<file path="config.mk">
export PLATFORM = sky130hd
export DESIGN_NAME = irbc_top
export DESIGN_NICKNAME = d
export VERILOG_FILES = /design/src/rtl/irbc_pkg.sv /design/src/rtl/irbc_top.sv /design/src/rtl/irbc_sync.sv
export SDC_FILE = /design/constraint.sdc
export NUM_CORES = 1
export LEC_CHECK = 0
export ABC_AREA = 1
export ABC_CLOCK_PERIOD_IN_PS = 2300
export BUFFER_PORTS_ARGS = -buffer_cell sky130_fd_sc_hd__buf_2
export CORE_ASPECT_RATIO = 0.75
export CORE_UTILIZATION = 38
export CTS_CLUSTER_DIAMETER = 60
export CTS_CLUSTER_SIZE = 25
export DETAILED_ROUTE_END_ITERATION = 12
export HOLD_SLACK_MARGIN = 0.15
export MAX_ROUTING_LAYER = met4
export PLACE_DENSITY_LB_ADDON = 0.05
export SETUP_SLACK_MARGIN = 0.4
export SLEW_MARGIN = 5
export SYNTH_ARGS = -nofsm -noshare
export SYNTH_HDL_FRONTEND = slang
export SYNTH_SLANG_ARGS = --single-unit
export TNS_END_PERCENT = 20
</file>
<file path="constraint.sdc">
create_clock -name aclk -period 2.3 [get_ports aclk]
set_clock_uncertainty 0.2 [all_clocks]
set_input_delay 0.115 -clock aclk [delete_from_list [all_inputs] [get_ports aclk]]
set_output_delay 0.115 -clock aclk [all_outputs]
set_load 0.03 [all_outputs]
</file>
<file path="src/rtl/irbc_pkg.sv">
// Package: register map, field layout, events and timing of the two-wire buffer control block
package irbc_pkg;

   // ************************************************************
   // Register map (byte addresses)
   // ************************************************************
   localparam int ADDR_W = 5;
   localparam logic [ADDR_W-1:0] OFS_CTRL = 5'h00;
   localparam logic [ADDR_W-1:0] OFS_STAT = 5'h04;
   localparam logic [ADDR_W-1:0] OFS_RXBUF = 5'h08;
   localparam logic [ADDR_W-1:0] OFS_TRANSMIT_BUFFER_REG = 5'h0c;
   localparam logic [ADDR_W-1:0] OFS_CLKDIV = 5'h10;
   localparam logic [ADDR_W-1:0] OFS_ISTAT = 5'h14;
   localparam logic [ADDR_W-1:0] OFS_IMASK = 5'h18;

   // ************************************************************
   // Control word fields
   // ************************************************************
   localparam int CTRL_EN = 0;
   localparam int CTRL_MSTR = 1;
   localparam int CTRL_MM = 2;
   localparam int CTRL_TR = 3;
   localparam int CTRL_STT = 4;
   localparam int CTRL_STP = 5;
   localparam int CTRL_OWN_LSB = 8;
   localparam int CTRL_TGT_LSB = 16;
   localparam int ADR_W = 7;
   localparam logic [ADR_W-1:0] OWN_RST = 7'h2a;
   localparam logic [ADR_W-1:0] TGT_RST = 7'h2b;

   // ************************************************************
   // Status word fields
   // ************************************************************
   localparam int STAT_BUSY = 0;
   localparam int STAT_SCLLOW = 1;
   localparam int STAT_RXF = 2;
   localparam int STAT_TXF = 3;
   localparam int STAT_MACT = 4;

   // ************************************************************
   // Interrupt status and mask bits
   // ************************************************************
   localparam int IRQ_W = 6;
   localparam int IRQ_RX = 0;
   localparam int IRQ_TX = 1;
   localparam int IRQ_NACK = 2;
   localparam int IRQ_STT = 3;
   localparam int IRQ_ARB = 4;
   localparam int IRQ_ABT = 5;
   localparam logic [IRQ_W-1:0] IMASK_RST = 6'h00;

   // ************************************************************
   // Timing: half-period count keeps repeated-start clocks below the limit
   // ************************************************************
   localparam int CLK_MHZ = 200;
   localparam int RPT_SCL_KHZ = 50;
   localparam logic [15:0] CLKDIV_RST = 16'(CLK_MHZ * 1000 / (2 * RPT_SCL_KHZ));

   localparam logic [1:0] RESP_OKAY = 2'h0;
   localparam logic [1:0] RESP_SLVERR = 2'h2;

   typedef enum logic [1:0] {st_idle, st_start, st_xfer, st_stop} irbc_state_t;

endpackage

</file>
<file path="src/rtl/irbc_top.sv">
// Two-wire bus byte engine with double-buffered receive, guarded start and AXI4-Lite registers
`timescale 1ns/1ps
// ************************************************************
// How it works
// - Receive shift register plus separate receive buffer
// - Byte moved to buffer, then acknowledged, continue
// - Seventh data bit is the only hazard point
// - Buffer reads outside that bit never disturb
// - Abandoned slave reception answered with not-acknowledge
// - Receive flag drives a DMA request
// - Multi-master start waits idle for bus release
// - Start request reads one until start issued
// ************************************************************
module irbc_top
   import irbc_pkg::*;
#(
   parameter logic [15:0] DIV_RST = CLKDIV_RST
) (
   input wire logic aclk,
   input wire logic aresetn,
   input wire logic ce,
   input wire logic [ADDR_W-1:0] awaddr,
   input wire logic awvalid,
   output logic awready,
   input wire logic [31:0] wdata,
   input wire logic [3:0] wstrb,
   input wire logic wvalid,
   output logic wready,
   output logic [1:0] bresp,
   output logic bvalid,
   input wire logic bready,
   input wire logic [ADDR_W-1:0] araddr,
   input wire logic arvalid,
   output logic arready,
   output logic [31:0] rdata,
   output logic [1:0] rresp,
   output logic rvalid,
   input wire logic rready,
   input wire logic scl_i,
   output logic scl_o,
   output logic scl_oe,
   input wire logic sda_i,
   output logic sda_o,
   output logic sda_oe,
   output logic irq,
   output logic dma_rx_req
);
   // ************************************************************
   // Declarations
   // ************************************************************
   logic aw_got_q, w_got_q, bvalid_q, awready_q, wready_q, arready_q, rvalid_q;
   logic [ADDR_W-1:0] awaddr_q;
   logic [31:0] wdata_q, rdata_q, wmask, merged;
   logic [3:0] wstrb_q;
   logic [1:0] bresp_q, rresp_q;
   logic wr_en, rd_en, rd_rx, wr_tx, wr_ctrl, start_set, stop_set;
   logic en_q, mstr_q, mm_q, tr_q;
   logic [ADR_W-1:0] own_q, tgt_q;
   logic [15:0] clkdiv_q, div_q;
   logic [IRQ_W-1:0] istat_q, imask_q, ev_q, ev_all;
   logic irq_q, txf_q, txf_now, busy_q, clk_low_q, zero_q;
   logic scl_s, sda_s, scl_p_q, sda_p_q;
   logic scl_rise, scl_fall, start_det, stop_det, tick, drive_pt, addr_ok;
   irbc_state_t state_q;
   logic [3:0] bit_q;
   logic [7:0] shift_q, rxbuf_q, transmit_buffer_reg_q;
   logic sda_low_q, scl_low_q, master_q, txd_q, first_q, abort_q, pend_q, end_q;
   logic rx_full_q, tx_full_q, stt_q, stp_q, stop_ph_q;

   function automatic logic [31:0] reg_word(input logic [ADDR_W-1:0] a);
      logic [31:0] w;
      w = 32'h0;
      unique case (a)
         OFS_CTRL: begin
            w[CTRL_EN] = en_q;
            w[CTRL_MSTR] = mstr_q;
            w[CTRL_MM] = mm_q;
            w[CTRL_TR] = tr_q;
            w[CTRL_STT] = stt_q;
            w[CTRL_STP] = stp_q;
            w[CTRL_OWN_LSB +: ADR_W] = own_q;
            w[CTRL_TGT_LSB +: ADR_W] = tgt_q;
         end
         OFS_STAT: begin
            w[STAT_BUSY] = busy_q;
            w[STAT_SCLLOW] = clk_low_q;
            w[STAT_RXF] = rx_full_q;
            w[STAT_TXF] = txf_q;
            w[STAT_MACT] = master_q;
         end
         OFS_RXBUF: w[7:0] = rxbuf_q;
         OFS_CLKDIV: w[15:0] = clkdiv_q;
         OFS_ISTAT: w[IRQ_W-1:0] = istat_q;
         OFS_IMASK: w[IRQ_W-1:0] = imask_q;
         default: w = 32'h0;
      endcase
      return w;
   endfunction

   // ************************************************************
   // Pin synchronisers and bus condition detection
   // ************************************************************
   irbc_sync #(.RST_VAL(1'b1)) u_scl_sync (.aclk(aclk), .aresetn(aresetn), .ce(ce), .din(scl_i), .dout(scl_s));
   irbc_sync #(.RST_VAL(1'b1)) u_sda_sync (.aclk(aclk), .aresetn(aresetn), .ce(ce), .din(sda_i), .dout(sda_s));

   assign scl_rise = scl_s && !scl_p_q;
   assign scl_fall = !scl_s && scl_p_q;
   assign start_det = scl_s && scl_p_q && sda_p_q && !sda_s;
   assign stop_det = scl_s && scl_p_q && !sda_p_q && sda_s;
   assign tick = (div_q == clkdiv_q);
   assign drive_pt = (state_q == st_xfer) && (scl_fall || (pend_q && !scl_s));
   assign addr_ok = (shift_q[7:1] == own_q) && !shift_q[0];
   assign txf_now = master_q && (state_q == st_xfer) && tr_q && !tx_full_q;

   always_ff @(posedge aclk) begin
      if (!aresetn) begin
         scl_p_q <= 1'b1;
         sda_p_q <= 1'b1;
         busy_q <= 1'b0;
         clk_low_q <= 1'b0;
      end else if (ce) begin
         scl_p_q <= scl_s;
         sda_p_q <= sda_s;
         if (start_det) begin
            busy_q <= 1'b1;
         end else if (stop_det) begin
            busy_q <= 1'b0;
         end
         clk_low_q <= busy_q && !scl_s;
      end
   end

   // ************************************************************
   // AXI4-Lite slave
   // ************************************************************
   assign wr_en = aw_got_q && w_got_q && !bvalid_q;
   assign rd_en = arvalid && arready_q;
   assign wmask = {{8{wstrb_q[3]}}, {8{wstrb_q[2]}}, {8{wstrb_q[1]}}, {8{wstrb_q[0]}}};
   // The function reads register state, so a process keeps the merge current
   always_comb begin
      merged = (reg_word(awaddr_q) & ~wmask) | (wdata_q & wmask);
   end
   assign wr_ctrl = wr_en && (awaddr_q == OFS_CTRL);
   assign wr_tx = wr_en && (awaddr_q == OFS_TRANSMIT_BUFFER_REG) && wstrb_q[0];
   assign start_set = wr_ctrl && merged[CTRL_STT];
   assign stop_set = wr_ctrl && merged[CTRL_STP];
   assign rd_rx = rd_en && (araddr == OFS_RXBUF);

   always_ff @(posedge aclk) begin
      if (!aresetn) begin
         aw_got_q <= 1'b0;
         w_got_q <= 1'b0;
         awaddr_q <= '0;
         wdata_q <= 32'h0;
         wstrb_q <= 4'h0;
         awready_q <= 1'b1;
         wready_q <= 1'b1;
         bvalid_q <= 1'b0;
         bresp_q <= RESP_OKAY;
      end else if (ce) begin
         if (awvalid && awready_q) begin
            aw_got_q <= 1'b1;
            awaddr_q <= awaddr;
            awready_q <= 1'b0;
         end
         if (wvalid && wready_q) begin
            w_got_q <= 1'b1;
            wdata_q <= wdata;
            wstrb_q <= wstrb;
            wready_q <= 1'b0;
         end
         if (wr_en) begin
            aw_got_q <= 1'b0;
            w_got_q <= 1'b0;
            bvalid_q <= 1'b1;
            bresp_q <= (awaddr_q[1:0] == 2'h0 && awaddr_q <= OFS_IMASK) ? RESP_OKAY : RESP_SLVERR;
         end
         if (bvalid_q && bready) begin
            bvalid_q <= 1'b0;
            awready_q <= 1'b1;
            wready_q <= 1'b1;
         end
      end
   end

   // Reads of the receive buffer only clear the flag, never touch the engine
   always_ff @(posedge aclk) begin
      if (!aresetn) begin
         arready_q <= 1'b1;
         rvalid_q <= 1'b0;
         rdata_q <= 32'h0;
         rresp_q <= RESP_OKAY;
      end else if (ce) begin
         if (rd_en) begin
            arready_q <= 1'b0;
            rvalid_q <= 1'b1;
            rdata_q <= reg_word(araddr);
            rresp_q <= (araddr[1:0] == 2'h0 && araddr <= OFS_IMASK) ? RESP_OKAY : RESP_SLVERR;
         end else if (rvalid_q && rready) begin
            rvalid_q <= 1'b0;
            arready_q <= 1'b1;
         end
      end
   end

   always_ff @(posedge aclk) begin
      if (!aresetn) begin
         en_q <= 1'b0;
         mstr_q <= 1'b0;
         mm_q <= 1'b0;
         tr_q <= 1'b0;
         own_q <= OWN_RST;
         tgt_q <= TGT_RST;
         clkdiv_q <= DIV_RST;
         imask_q <= IMASK_RST;
      end else if (ce && wr_en) begin
         if (awaddr_q == OFS_CTRL) begin
            en_q <= merged[CTRL_EN];
            mstr_q <= merged[CTRL_MSTR];
            mm_q <= merged[CTRL_MM];
            tr_q <= merged[CTRL_TR];
            own_q <= merged[CTRL_OWN_LSB +: ADR_W];
            tgt_q <= merged[CTRL_TGT_LSB +: ADR_W];
         end
         if (awaddr_q == OFS_CLKDIV) begin
            clkdiv_q <= merged[15:0];
         end
         if (awaddr_q == OFS_IMASK) begin
            imask_q <= merged[IRQ_W-1:0];
         end
      end
   end

   // ************************************************************
   // Interrupts: sticky status, write one to clear, set wins
   // ************************************************************
   assign ev_all = ev_q | (IRQ_W'(txf_now && !txf_q) << IRQ_TX);

   always_ff @(posedge aclk) begin
      if (!aresetn) begin
         istat_q <= '0;
         txf_q <= 1'b0;
         irq_q <= 1'b0;
      end else if (ce) begin
         txf_q <= txf_now;
         if (wr_en && awaddr_q == OFS_ISTAT) begin
            istat_q <= (istat_q & ~(wdata_q[IRQ_W-1:0] & wmask[IRQ_W-1:0])) | ev_all;
         end else begin
            istat_q <= istat_q | ev_all;
         end
         irq_q <= |(istat_q & imask_q);
      end
   end

   // ************************************************************
   // Bit clock divider, held at zero while another device stretches the clock in st_xfer
   // ************************************************************
   always_ff @(posedge aclk) begin
      if (!aresetn) begin
         div_q <= 16'h0;
      end else if (ce) begin
         if (!master_q || tick || (state_q == st_xfer && !scl_low_q && !scl_s)) begin
            div_q <= 16'h0;
         end else begin
            div_q <= div_q + 16'h1;
         end
      end
   end

   // ************************************************************
   // Byte engine
   // ************************************************************
   always_ff @(posedge aclk) begin
      if (!aresetn) begin
         state_q <= st_idle;
         bit_q <= 4'h0;
         shift_q <= 8'h0;
         rxbuf_q <= 8'h0;
         transmit_buffer_reg_q <= 8'h0;
         {sda_low_q, scl_low_q, master_q, txd_q, first_q, abort_q, pend_q, end_q} <= 8'h0;
         {rx_full_q, tx_full_q, stt_q, stp_q, stop_ph_q} <= 5'h0;
         ev_q <= '0;
      end else if (ce) begin
         ev_q <= '0;
         if (rd_rx) begin
            rx_full_q <= 1'b0;
         end
         unique case (state_q)
            st_idle: begin
               // A pending start sits here untouched while the bus is occupied
               if (en_q && mstr_q && stt_q && !busy_q) begin
                  sda_low_q <= 1'b1;
                  master_q <= 1'b1;
                  state_q <= st_start;
               end else if (en_q && start_det) begin
                  {master_q, txd_q, abort_q, pend_q, end_q} <= 5'h0;
                  first_q <= 1'b1;
                  bit_q <= 4'h0;
                  state_q <= st_xfer;
               end
            end
            st_start: begin
               if (tick) begin
                  scl_low_q <= 1'b1;
                  stt_q <= 1'b0;
                  ev_q[IRQ_STT] <= 1'b1;
                  shift_q <= {tgt_q, !tr_q};
                  {txd_q, first_q} <= 2'h3;
                  {abort_q, pend_q, end_q} <= 3'h0;
                  bit_q <= 4'h0;
                  state_q <= st_xfer;
               end
            end
            st_xfer: begin
               if (tick && master_q && !pend_q) begin
                  if (scl_low_q) begin
                     scl_low_q <= 1'b0;
                  end else if (scl_s) begin
                     scl_low_q <= 1'b1;
                  end
               end
               if (drive_pt) begin
                  pend_q <= 1'b0;
                  if (bit_q == 4'd8) begin
                     if (txd_q) begin
                        sda_low_q <= 1'b0;
                     end else if (first_q) begin
                        sda_low_q <= addr_ok;
                        if (!addr_ok) begin
                           state_q <= st_idle;
                        end
                     end else if (abort_q) begin
                        sda_low_q <= 1'b0;
                        ev_q[IRQ_ABT] <= 1'b1;
                     end else if (rx_full_q) begin
                        pend_q <= 1'b1; // Master holds the clock low until read
                     end else begin
                        rxbuf_q <= shift_q;
                        rx_full_q <= 1'b1;
                        ev_q[IRQ_RX] <= 1'b1;
                        sda_low_q <= !(master_q && stp_q);
                        end_q <= master_q && stp_q;
                     end
                  end else if (bit_q == 4'd0 && (end_q || (txd_q && !first_q && !tx_full_q && stp_q))) begin
                     sda_low_q <= 1'b1;
                     scl_low_q <= 1'b1;
                     stop_ph_q <= 1'b0;
                     state_q <= st_stop;
                  end else if (bit_q == 4'd0 && txd_q && !first_q) begin
                     if (tx_full_q) begin
                        shift_q <= transmit_buffer_reg_q;
                        tx_full_q <= 1'b0;
                        sda_low_q <= !transmit_buffer_reg_q[7];
                     end else begin
                        pend_q <= 1'b1;
                     end
                  end else begin
                     sda_low_q <= txd_q && !shift_q[7];
                  end
               end
               if (scl_rise) begin
                  if (bit_q != 4'd8) begin
                     shift_q <= {shift_q[6:0], sda_s};
                     bit_q <= bit_q + 4'd1;
                     // Unread buffer while the seventh bit arrives: give up this byte
                     if (bit_q == 4'd6 && !master_q && !txd_q && !first_q && rx_full_q) begin
                        abort_q <= 1'b1;
                     end
                     if (master_q && mm_q && txd_q && !sda_low_q && !sda_s) begin
                        {master_q, sda_low_q, scl_low_q} <= 3'h0;
                        ev_q[IRQ_ARB] <= 1'b1;
                        state_q <= st_idle;
                     end
                  end else begin
                     bit_q <= 4'h0;
                     first_q <= 1'b0;
                     if (master_q && txd_q && sda_s) begin
                        end_q <= 1'b1;
                        ev_q[IRQ_NACK] <= 1'b1;
                     end
                     if (master_q && first_q && !tr_q) begin
                        txd_q <= 1'b0;
                     end
                     if (!master_q && abort_q) begin
                        state_q <= st_idle;
                     end
                  end
               end
               if (!master_q && start_det) begin
                  {txd_q, abort_q, sda_low_q} <= 3'h0;
                  first_q <= 1'b1;
                  bit_q <= 4'h0;
               end else if (!master_q && stop_det) begin
                  sda_low_q <= 1'b0;
                  state_q <= st_idle;
               end
            end
            st_stop: begin
               if (tick && !stop_ph_q) begin
                  scl_low_q <= 1'b0;
                  stop_ph_q <= 1'b1;
               end else if (tick && scl_s) begin
                  {sda_low_q, stp_q, master_q, end_q} <= 4'h0;
                  state_q <= st_idle;
               end
            end
         endcase
         if (!en_q) begin
            {sda_low_q, scl_low_q, master_q, stt_q, stp_q} <= 5'h0;
            state_q <= st_idle;
         end
         // Data written while the start is still pending is dropped
         if (wr_tx && !stt_q) begin
            transmit_buffer_reg_q <= wdata_q[7:0];
            tx_full_q <= 1'b1;
         end
         if (start_set) begin
            stt_q <= 1'b1;
         end
         if (stop_set) begin
            stp_q <= 1'b1;
         end
      end
   end

   // ************************************************************
   // Outputs
   // ************************************************************
   always_ff @(posedge aclk) begin
      if (!aresetn) begin
         zero_q <= 1'b0;
      end else if (ce) begin
         zero_q <= 1'b0;
      end
   end

   assign awready = awready_q;
   assign wready = wready_q;
   assign bvalid = bvalid_q;
   assign bresp = bresp_q;
   assign arready = arready_q;
   assign rvalid = rvalid_q;
   assign rdata = rdata_q;
   assign rresp = rresp_q;
   assign scl_o = zero_q;
   assign sda_o = zero_q;
   assign scl_oe = scl_low_q;
   assign sda_oe = sda_low_q;
   assign irq = irq_q;
   assign dma_rx_req = rx_full_q;
endmodule

</file>
<file path="src/rtl/irbc_sync.sv">
// Two-flop synchroniser for a bus pin
`timescale 1ns/1ps
module irbc_sync #(
   parameter logic RST_VAL = 1'b1
) (
   input wire logic aclk,
   input wire logic aresetn,
   input wire logic ce,
   input wire logic din,
   output logic dout
);
   logic meta_q;

   always_ff @(posedge aclk) begin
      if (!aresetn) begin
         meta_q <= RST_VAL;
         dout <= RST_VAL;
      end else if (ce) begin
         meta_q <= din;
         dout <= meta_q;
      end
   end
endmodule

</file>
==> impl_metrics.env, run 1 <==
export IMPL_ys_seq_area_share_pct=39.9
export IMPL_drv_cap=0
export IMPL_grt_pass1_vias=8701
export IMPL_regArea_um2=3720
export IMPL_maxSlewViolCount=0
export IMPL_status="finished clean"
export IMPL_grt_antenna_before_repair=0
export IMPL_chipHeight_um=137
export IMPL_cts_root_buf="clkbuf_16"
export IMPL_die_width_um=181
export IMPL_synth_edf_count=0
export IMPL_core_area_um2=23400
export IMPL_max_slew_margin_rel_pct=50.1
export IMPL_dp_cells=1695
export IMPL_criticalPathCategory="register to register"
export IMPL_rrSetupSlack_ps=270
export IMPL_num_io_pins=103
export IMPL_grt_max_degree=62
export IMPL_fmax_mhz=492
export IMPL_multi_input_area_um2=4980
export IMPL_worstReg2RegStart="div_q[4]"
export IMPL_yosysTopAreaCell="dfxtp_1"
export IMPL_cts_buffers=17
export IMPL_tightestPinTransition_ps=749
export IMPL_cts_reportedPaths_clkPinSlew_ps=70
export IMPL_hpwl_um=23700
export IMPL_htree_levels=4
export IMPL_grt_total_usage_pct=27.8
export IMPL_drc=0
export IMPL_p_sw_share_pct=28.4
export IMPL_antennaDiodeCount=0
export IMPL_drive_gt1_share_pct=24.3
export IMPL_cts_sinks=183
export IMPL_crit_path_end_kind="register"
export IMPL_final_min_clock_period_ps=2030
export IMPL_routedWlPerCell_um=18.0
export IMPL_fin_nets=1606
export IMPL_async_reset_ff_share_pct=0
export IMPL_synth_cell_type_count=46
export IMPL_crit_start="div_q[4]"
export IMPL_fill_cells=2361
export IMPL_cts_tree="built"
export IMPL_post_drt_via_cell_ratio=5.30
export IMPL_start_util_pct=39.3
export IMPL_leakage_nw=5.24
export IMPL_grt_pass1_wl_um=50500
export IMPL_synth_top_area_share_pct=39.9
export IMPL_cts_hold_buf=83
export IMPL_critical_path_endpoint="shift_q[0]"
export IMPL_synth_area_leaders="dfxtp_1 (40%), nand2_1 (10%), a21oi_1 (9.0%), o21ai_0 (7.8%), inv_1 (6.8%)"
export IMPL_crit_fanout=8
export IMPL_cp_required_ps=2440
export IMPL_clk_latency_ps=450
export IMPL_drt_iter0_drc=788
export IMPL_timing_final_crit_share_pct=88.3
export IMPL_start_kind="register"
export IMPL_core_rowCount=48
export IMPL_cp_data_arrival_time_ps=2170
export IMPL_hold_viol=0
export IMPL_cts_max_path_buffers=2
export IMPL_die_area_um2=24800
export IMPL_setup_violations=0
export IMPL_power_frac_clock_pct=40.0
export IMPL_port_buffers=79
export IMPL_drt_wl_total_um=33400
export IMPL_fin_util_pct=52.9
export IMPL_syn_avg_cell_area_um2=6.97
export IMPL_syn_inst=1318
export IMPL_postRouteAntennaNets=0
export IMPL_place_gp_congestion=1.02
export IMPL_combPwrFrac_pct=14.6
export IMPL_yosysWarningCount=0
export IMPL_vias=9832
export IMPL_p_per_area_nw_per_um2=594
export IMPL_grt_overflow_total=0
export IMPL_finish_cell_count_without_fillers=1854
export IMPL_pwr_share_seq_pct=45.5
export IMPL_r2r_end="shift_q[0]"
export IMPL_syn_area_um2=9180
export IMPL_area_delta_synth_final_pct=34.7
export IMPL_hold_path_class="primary input to register"
export IMPL_switchingPower_mw=2.09
export IMPL_drt_pass1_iter_count=5
export IMPL_tns_ps=0
export IMPL_synth_seq_cells=183
export IMPL_synth_ff_type="dfxtp_1"
export IMPL_r2r_cells=13
export IMPL_intPower_mw=5.26
export IMPL_rsz0062_at_grt="true"
export IMPL_worst_ir_drop_vdd_v=0.000548
## worst min path at each step
stage | start | endpoint | slack [ps] | depth (start not counted)
floorplan | scl_i | u_scl_sync.meta_q | 40 | 2
global placement | sda_i | u_sda_sync.meta_q | 130 | 3
detailed placement | sda_i | u_sda_sync.meta_q | 140 | 3
CTS | ce | bit_q[3] | 90 | 6
global route | ce | bit_q[3] | 140 | 6
finish | ce | bit_q[3] | 130 | 6
## timing repair
item | CTS | global route
pin swaps | 23 | 35
endpoints found under the hold margin | 136 | 1
gates cloned | 1 | 1
setup buffers | 28 | 14
endpoints found under the setup margin | 108 | 136
resized for setup | 86 | 98
## metal layers
metal | track usage [%] | up-vias | share of wire [%]
met1 | 41.7 | 4623 | 52
li1 | - | 4852 | -
met5 | - | - | 0
met2 | 38.2 | 338 | 41
met4 | 4.94 | 0 | 0.84
met3 | 5.40 | 19 | 6.7
## power by group through the flow
stage | Combinational, mW | Sequential (mW) | Clock (mW)
6_report | 1.07 | 3.34 | 2.93
5_1_grt | 1.16 | 3.35 | 3.11
3_5_place_dp | 0.809 | 3.41 | 0
4_1_cts | 0.970 | 3.34 | 2.99
2_1_floorplan | 0.482 | 3.43 | 0
3_3_place_gp | 0.809 | 3.41 | 0
## flip-flops by register name (all words and copies together), names as in the netlist, 6 cells and up
name                   flops
rdata                     23
wdata_q                   23
clkdiv_q                  16
div_q                     16
rxbuf_q                    8
shift_q                    8
transmit_buffer_reg_q      8
own_q                      7
tgt_q                      7
imask_q                    6
istat_q                    6
## metrics by stage
stage	hold slack [ps]	instance area, um^2	power [mW]	setup slack, ps
2_1_floorplan	41.3	9230	3.92	360
3_3_place_gp	135	10100	4.22	78.1
3_5_place_dp	142	10100	4.22	102
5_1_grt	138	12400	7.61	125
6_report	132	12400	7.34	269
4_1_cts	92.2	12000	7.30	243
## critical path: stages (launching register included)
cell	delay [ps]
dfxtp_2	350
inv_1	40
nand2_1	50
nand2_1	50
a21oi_1	120
nand2_1	120
nor2_4	210
nand2_4	110
nand2_4	100
nand2_8	70
nor2_4	180
inv_6	90
a21oi_1	160
a21oi_2	70
## cell type report
cell class	count	area share, %
Clock buffer	22	3.83
Clock inverter	10	0.779
Inverter	179	5.65
Multi-Input combinational cell	902	40.3
Sequential cell	183	30.1
Tap cell	300	3.04
Timing Repair Buffer	257	16.3
Timing Repair inverter	1	0.0607
## cell usage after synthesis (all sizes together) (2+ instances only)
library cell / instances
a21oi: 167
o22ai: 20
buf: 27
nor3b: 2
xor2: 13
o31ai: 6
o211ai: 11
a31oi: 5
o21ai: 150
clkbuf: 40
inv: 176
nor4: 4
nor3: 17
nor2: 99
a211oi: 5
dfxtp: 183
nand2: 256
o221ai: 17
ha: 9
nand4: 26
o21a: 2
clkinv: 3
nand3: 74
## layout by cell type (no fill, tap or decap), drive strengths merged, types with 8 or more instances in the layout
master       instances
ha                   9
nor3                17
buf                174
clkinvlp             8
o211ai              11
clkbuf              22
xor2                13
dfxtp              183
inv                175
o221ai              17
nand2              257
conb                13
nand4               26
nand3               74
o22ai               20
a21oi              167
nor2                99
o21ai              150
dlygate4sd3         83
## cells by family (layout without fill, tap and decap cells)
kind of cell    count (synthesis)  after routing  share of synthesized area (%)
simple gates                  479            480                           23.6
compound gates                387            387                           23.1
buf+inv                       246            469                           10.9
flops                         183            183                           39.9
xor+xnor                       13             13                           1.24
fa+ha+maj                       9              9                           1.23
other cells                     1             13                         0.0408
Note: power is estimated with default switching activity, not from simulation.
==> inputs of run 2 (changes only) <==
Settings changed: SYNTH_HIERARCHICAL set to 1.
==> run 2 against run 1 <==
Synthesized area hardly changed. Sequential power hardly changed. Routed wire length decreased by 3.9%. Clock power up 15%. Critical path depth fell by 1. Core utilization is 0.39 points lower. Largest power group is now clock.
==> impl_metrics.env, run 2 <==
export IMPL_async_reset_ff_share_pct=0
export IMPL_cp_num_buf_inv=5
export IMPL_grt_pass1_vias=8568
export IMPL_synth_cell_type_count=51
export IMPL_critPathTopFamily="simple AND/OR/NAND/NOR gates"
export IMPL_criticalPathCategory="register to register"
export IMPL_synth_edf_count=0
export IMPL_mostFrequentLayoutCell="nand2_1"
export IMPL_synthSimpleGateAreaFrac_pct=24.0
export IMPL_p_sw_share_pct=26.9
export IMPL_yosysWarningCount=6
export IMPL_synth_compound_area_share_pct=21.9
export IMPL_grt_antenna_before_repair=0
export IMPL_grt_overflow_total=0
export IMPL_vias=9693
export IMPL_worstReg2RegStart="state_q[0]"
export IMPL_critical_path_endpoint="first_q"
export IMPL_timing_final_crit_share_pct=91.0
export IMPL_clk_latency_ps=440
export IMPL_synth_top_area_share_pct=39.9
export IMPL_ys_seq_area_share_pct=39.9
export IMPL_fmax_mhz=478
export IMPL_intPower_mw=5.62
export IMPL_max_stage_delay_ps=340
export IMPL_synth_area_leaders="dfxtp_1 (40%), nand2_1 (11%), a21oi_1 (8.2%), o21ai_0 (7.4%), inv_1 (7.2%)"
export IMPL_grt_max_degree=64
export IMPL_cts_root_buf="clkbuf_16"
export IMPL_r2r_end="first_q"
export IMPL_postRouteAntennaNets=0
export IMPL_maxSlewViolCount=0
export IMPL_synthAdderAreaFrac_pct=1.23
export IMPL_cts_tree="built"
export IMPL_rrSetupSlack_ps=210
export IMPL_r2r_cells=12
export IMPL_cts_reportedPaths_clkPinSlew_ps=70
export IMPL_htree_levels=4
export IMPL_fin_nets=1611
export IMPL_finish_cell_count_without_fillers=1859
export IMPL_drt_pass1_iter_count=5
export IMPL_cp_slowest_cell="dfxtp_2"
export IMPL_finalPower_mw=7.69
export IMPL_hold_depth=6
export IMPL_cp_required_ps=2480
export IMPL_grt_total_usage_pct=26.7
export IMPL_crit_fanout=5
export IMPL_max_slew_margin_rel_pct=63.5
export IMPL_drv_cap=0
export IMPL_place_gp_congestion=0.960
export IMPL_post_drt_via_cell_ratio=5.21
export IMPL_cts_sinks=183
export IMPL_tns_ps=0
export IMPL_die_area_um2=24800
export IMPL_power_frac_clock_pct=43.9
export IMPL_rsz0062_at_grt="true"
export IMPL_syn_inst=1345
export IMPL_area_delta_synth_final_pct=33.6
export IMPL_crit_chain="inv_2 > ha_4 > inv_8 > buf_4 > buf_4 > nor2_2 > inv_1 > nor2_1 > nor2_1 > nand2_2 > nand2_1 > a21oi_1"
export IMPL_grt_pass1_wl_um=49100
export IMPL_cts_max_path_buffers=2
export IMPL_hold_start="ce"
export IMPL_drc=0
export IMPL_dpl_cell_area_um2=10100
export IMPL_status="finished clean"
export IMPL_die_width_um=182
export IMPL_syn_avg_cell_area_um2=6.83
export IMPL_start_kind="register"
export IMPL_antennaDiodeCount=0
export IMPL_path_depth=12
export IMPL_port_buffers=79
export IMPL_cp_data_arrival_time_ps=2270
export IMPL_routedWlPerCell_um=17.3
export IMPL_hold_viol=0
export IMPL_synth_top_family_by_area="simple AND/OR/NAND/NOR gates"
export IMPL_pwr_share_seq_pct=43.3
export IMPL_yosysTopAreaCell="dfxtp_1"
export IMPL_synth_area_mux_share_pct=0
export IMPL_leakage_nw=5.24
export IMPL_setup_violations=0
export IMPL_tightestPinTransition_ps=534
export IMPL_syn_area_um2=9190
export IMPL_dp_cells=1720
export IMPL_final_min_clock_period_ps=2090
export IMPL_core_rowCount=48
export IMPL_combPwrFrac_pct=12.7
export IMPL_synth_ff_type="dfxtp_1"
export IMPL_num_io_pins=103
export IMPL_worst_ir_drop_vdd_v=0.000520
export IMPL_layout_common_cells="nand2_1 (239), inv_1 (155), a21oi_1 (148), dfxtp_1 (144), o21ai_0 (130)"
export IMPL_drt_iter0_drc=787
export IMPL_synth_xor_area_share_pct=1.05
export IMPL_p_per_area_nw_per_um2=627
export IMPL_yosysMostFrequentCell="nand2_1"
export IMPL_core_area_um2=23400
export IMPL_drt_wl_total_um=32100
export IMPL_chipHeight_um=137
export IMPL_drive_gt1_share_pct=23.2
export IMPL_hold_path_class="primary input to register"
export IMPL_crit_start="state_q[0]"
export IMPL_hpwl_um=22400
export IMPL_crit_path_end_kind="register"
export IMPL_synth_common_cells="nand2_1 (263), dfxtp_1 (183), inv_1 (177)"
export IMPL_final_area_um2=12300
export IMPL_cts_buffers=17
export IMPL_synth_seq_cells=183
export IMPL_start_util_pct=39.3
export IMPL_switchingPower_mw=2.07
==> run 2: changes by cell type after synthesis, sizes merged, moves of 3 or more <==
cell,delta
xor2,-3
o211ai,-9
nor2,+17
o221ai,+5
inv,+16
o22ai,-5
nand4,-10
a21oi,-15
nand3,+11
nand2,+11
==> run 2: worst min path at each step <==
stage | to | slack, ps
after global routing | txd_q | 160
final | div_q[6] | 160
after CTS | div_q[6] | 150
after global placement | u_scl_sync/meta_q | 140
after floorplan | u_scl_sync/meta_q | -0.9
after detailed placement | u_sda_sync/meta_q | 140
==> run 2: power groups by stage <==
stage | combinational [mW] | sequential (mW) | clock [mW]
after floorplan | 0.473 | 3.43 | 0
after global placement | 0.778 | 3.41 | 0
after detailed placement | 0.780 | 3.41 | 0
after CTS | 0.908 | 3.33 | 3.43
after global routing | 1.06 | 3.34 | 3.55
final | 0.978 | 3.33 | 3.38
==> run 2: cell families (layout without fill, tap and decap cells) <==
logic type	count (synthesis)	count (layout)
adder cells (fa/ha/maj)	9	9
AND/OR/NAND/NOR	513	513
other	1	13
buffers and inverters	261	463
XOR/XNOR	11	11
flip-flops	183	183
AO/OA/AOI/OAI	367	367
==> run 2: worst register-to-register path, cell delays in order (launching register included) <==
cell,delay [ps]
dfxtp_2,340
inv_2,70
ha_4,170
inv_8,40
buf_4,150
buf_4,140
nor2_2,250
inv_1,170
nor2_1,180
nor2_1,70
nand2_2,80
nand2_1,50
a21oi_1,120
==> run 2: area by class of cell <==
class / instances / area, um^2
Multi-Input combinational cell: 913 / 4860
Clock buffer: 19 / 453
Clock inverter: 13 / 214
Fill cell: 2340 / 11100
Timing Repair Buffer: 237 / 1880
Sequential cell: 183 / 3730
Inverter: 194 / 762
Tap cell: 300 / 375
==> run 2: through the flow <==
step | utilization, % | setup slack, ps | hold slack (ps)
floorplan | - | 321 | -0.893
global placement | 43.3 | 107 | 136
detailed placement | 43.3 | 92.8 | 138
CTS | 50.3 | 223 | 150
global route | 52.5 | 91.2 | 159
finish | 52.5 | 206 | 161
==> run 2: timing repair <==
item | in CTS | in global routing
setup buffers | 13 | 24
pin swaps | 16 | 43
endpoints found under the setup margin | 90 | 103
cloned | 1 | 0
hold buffers | 69 | 0
gates resized for setup | 52 | 117
endpoints found under the hold margin | 102 | 0
==> run 2: layer usage <==
metal	wire (um)	vias to the layer above	share of wire (%)	track usage (%)
li1	-	4829	-	-
met1	16600	4486	52	40.0
met2	12800	350	40	36.4
met3	2340	28	7.3	4.76
met4	333	0	1.0	6.17
met5	0	-	0	-
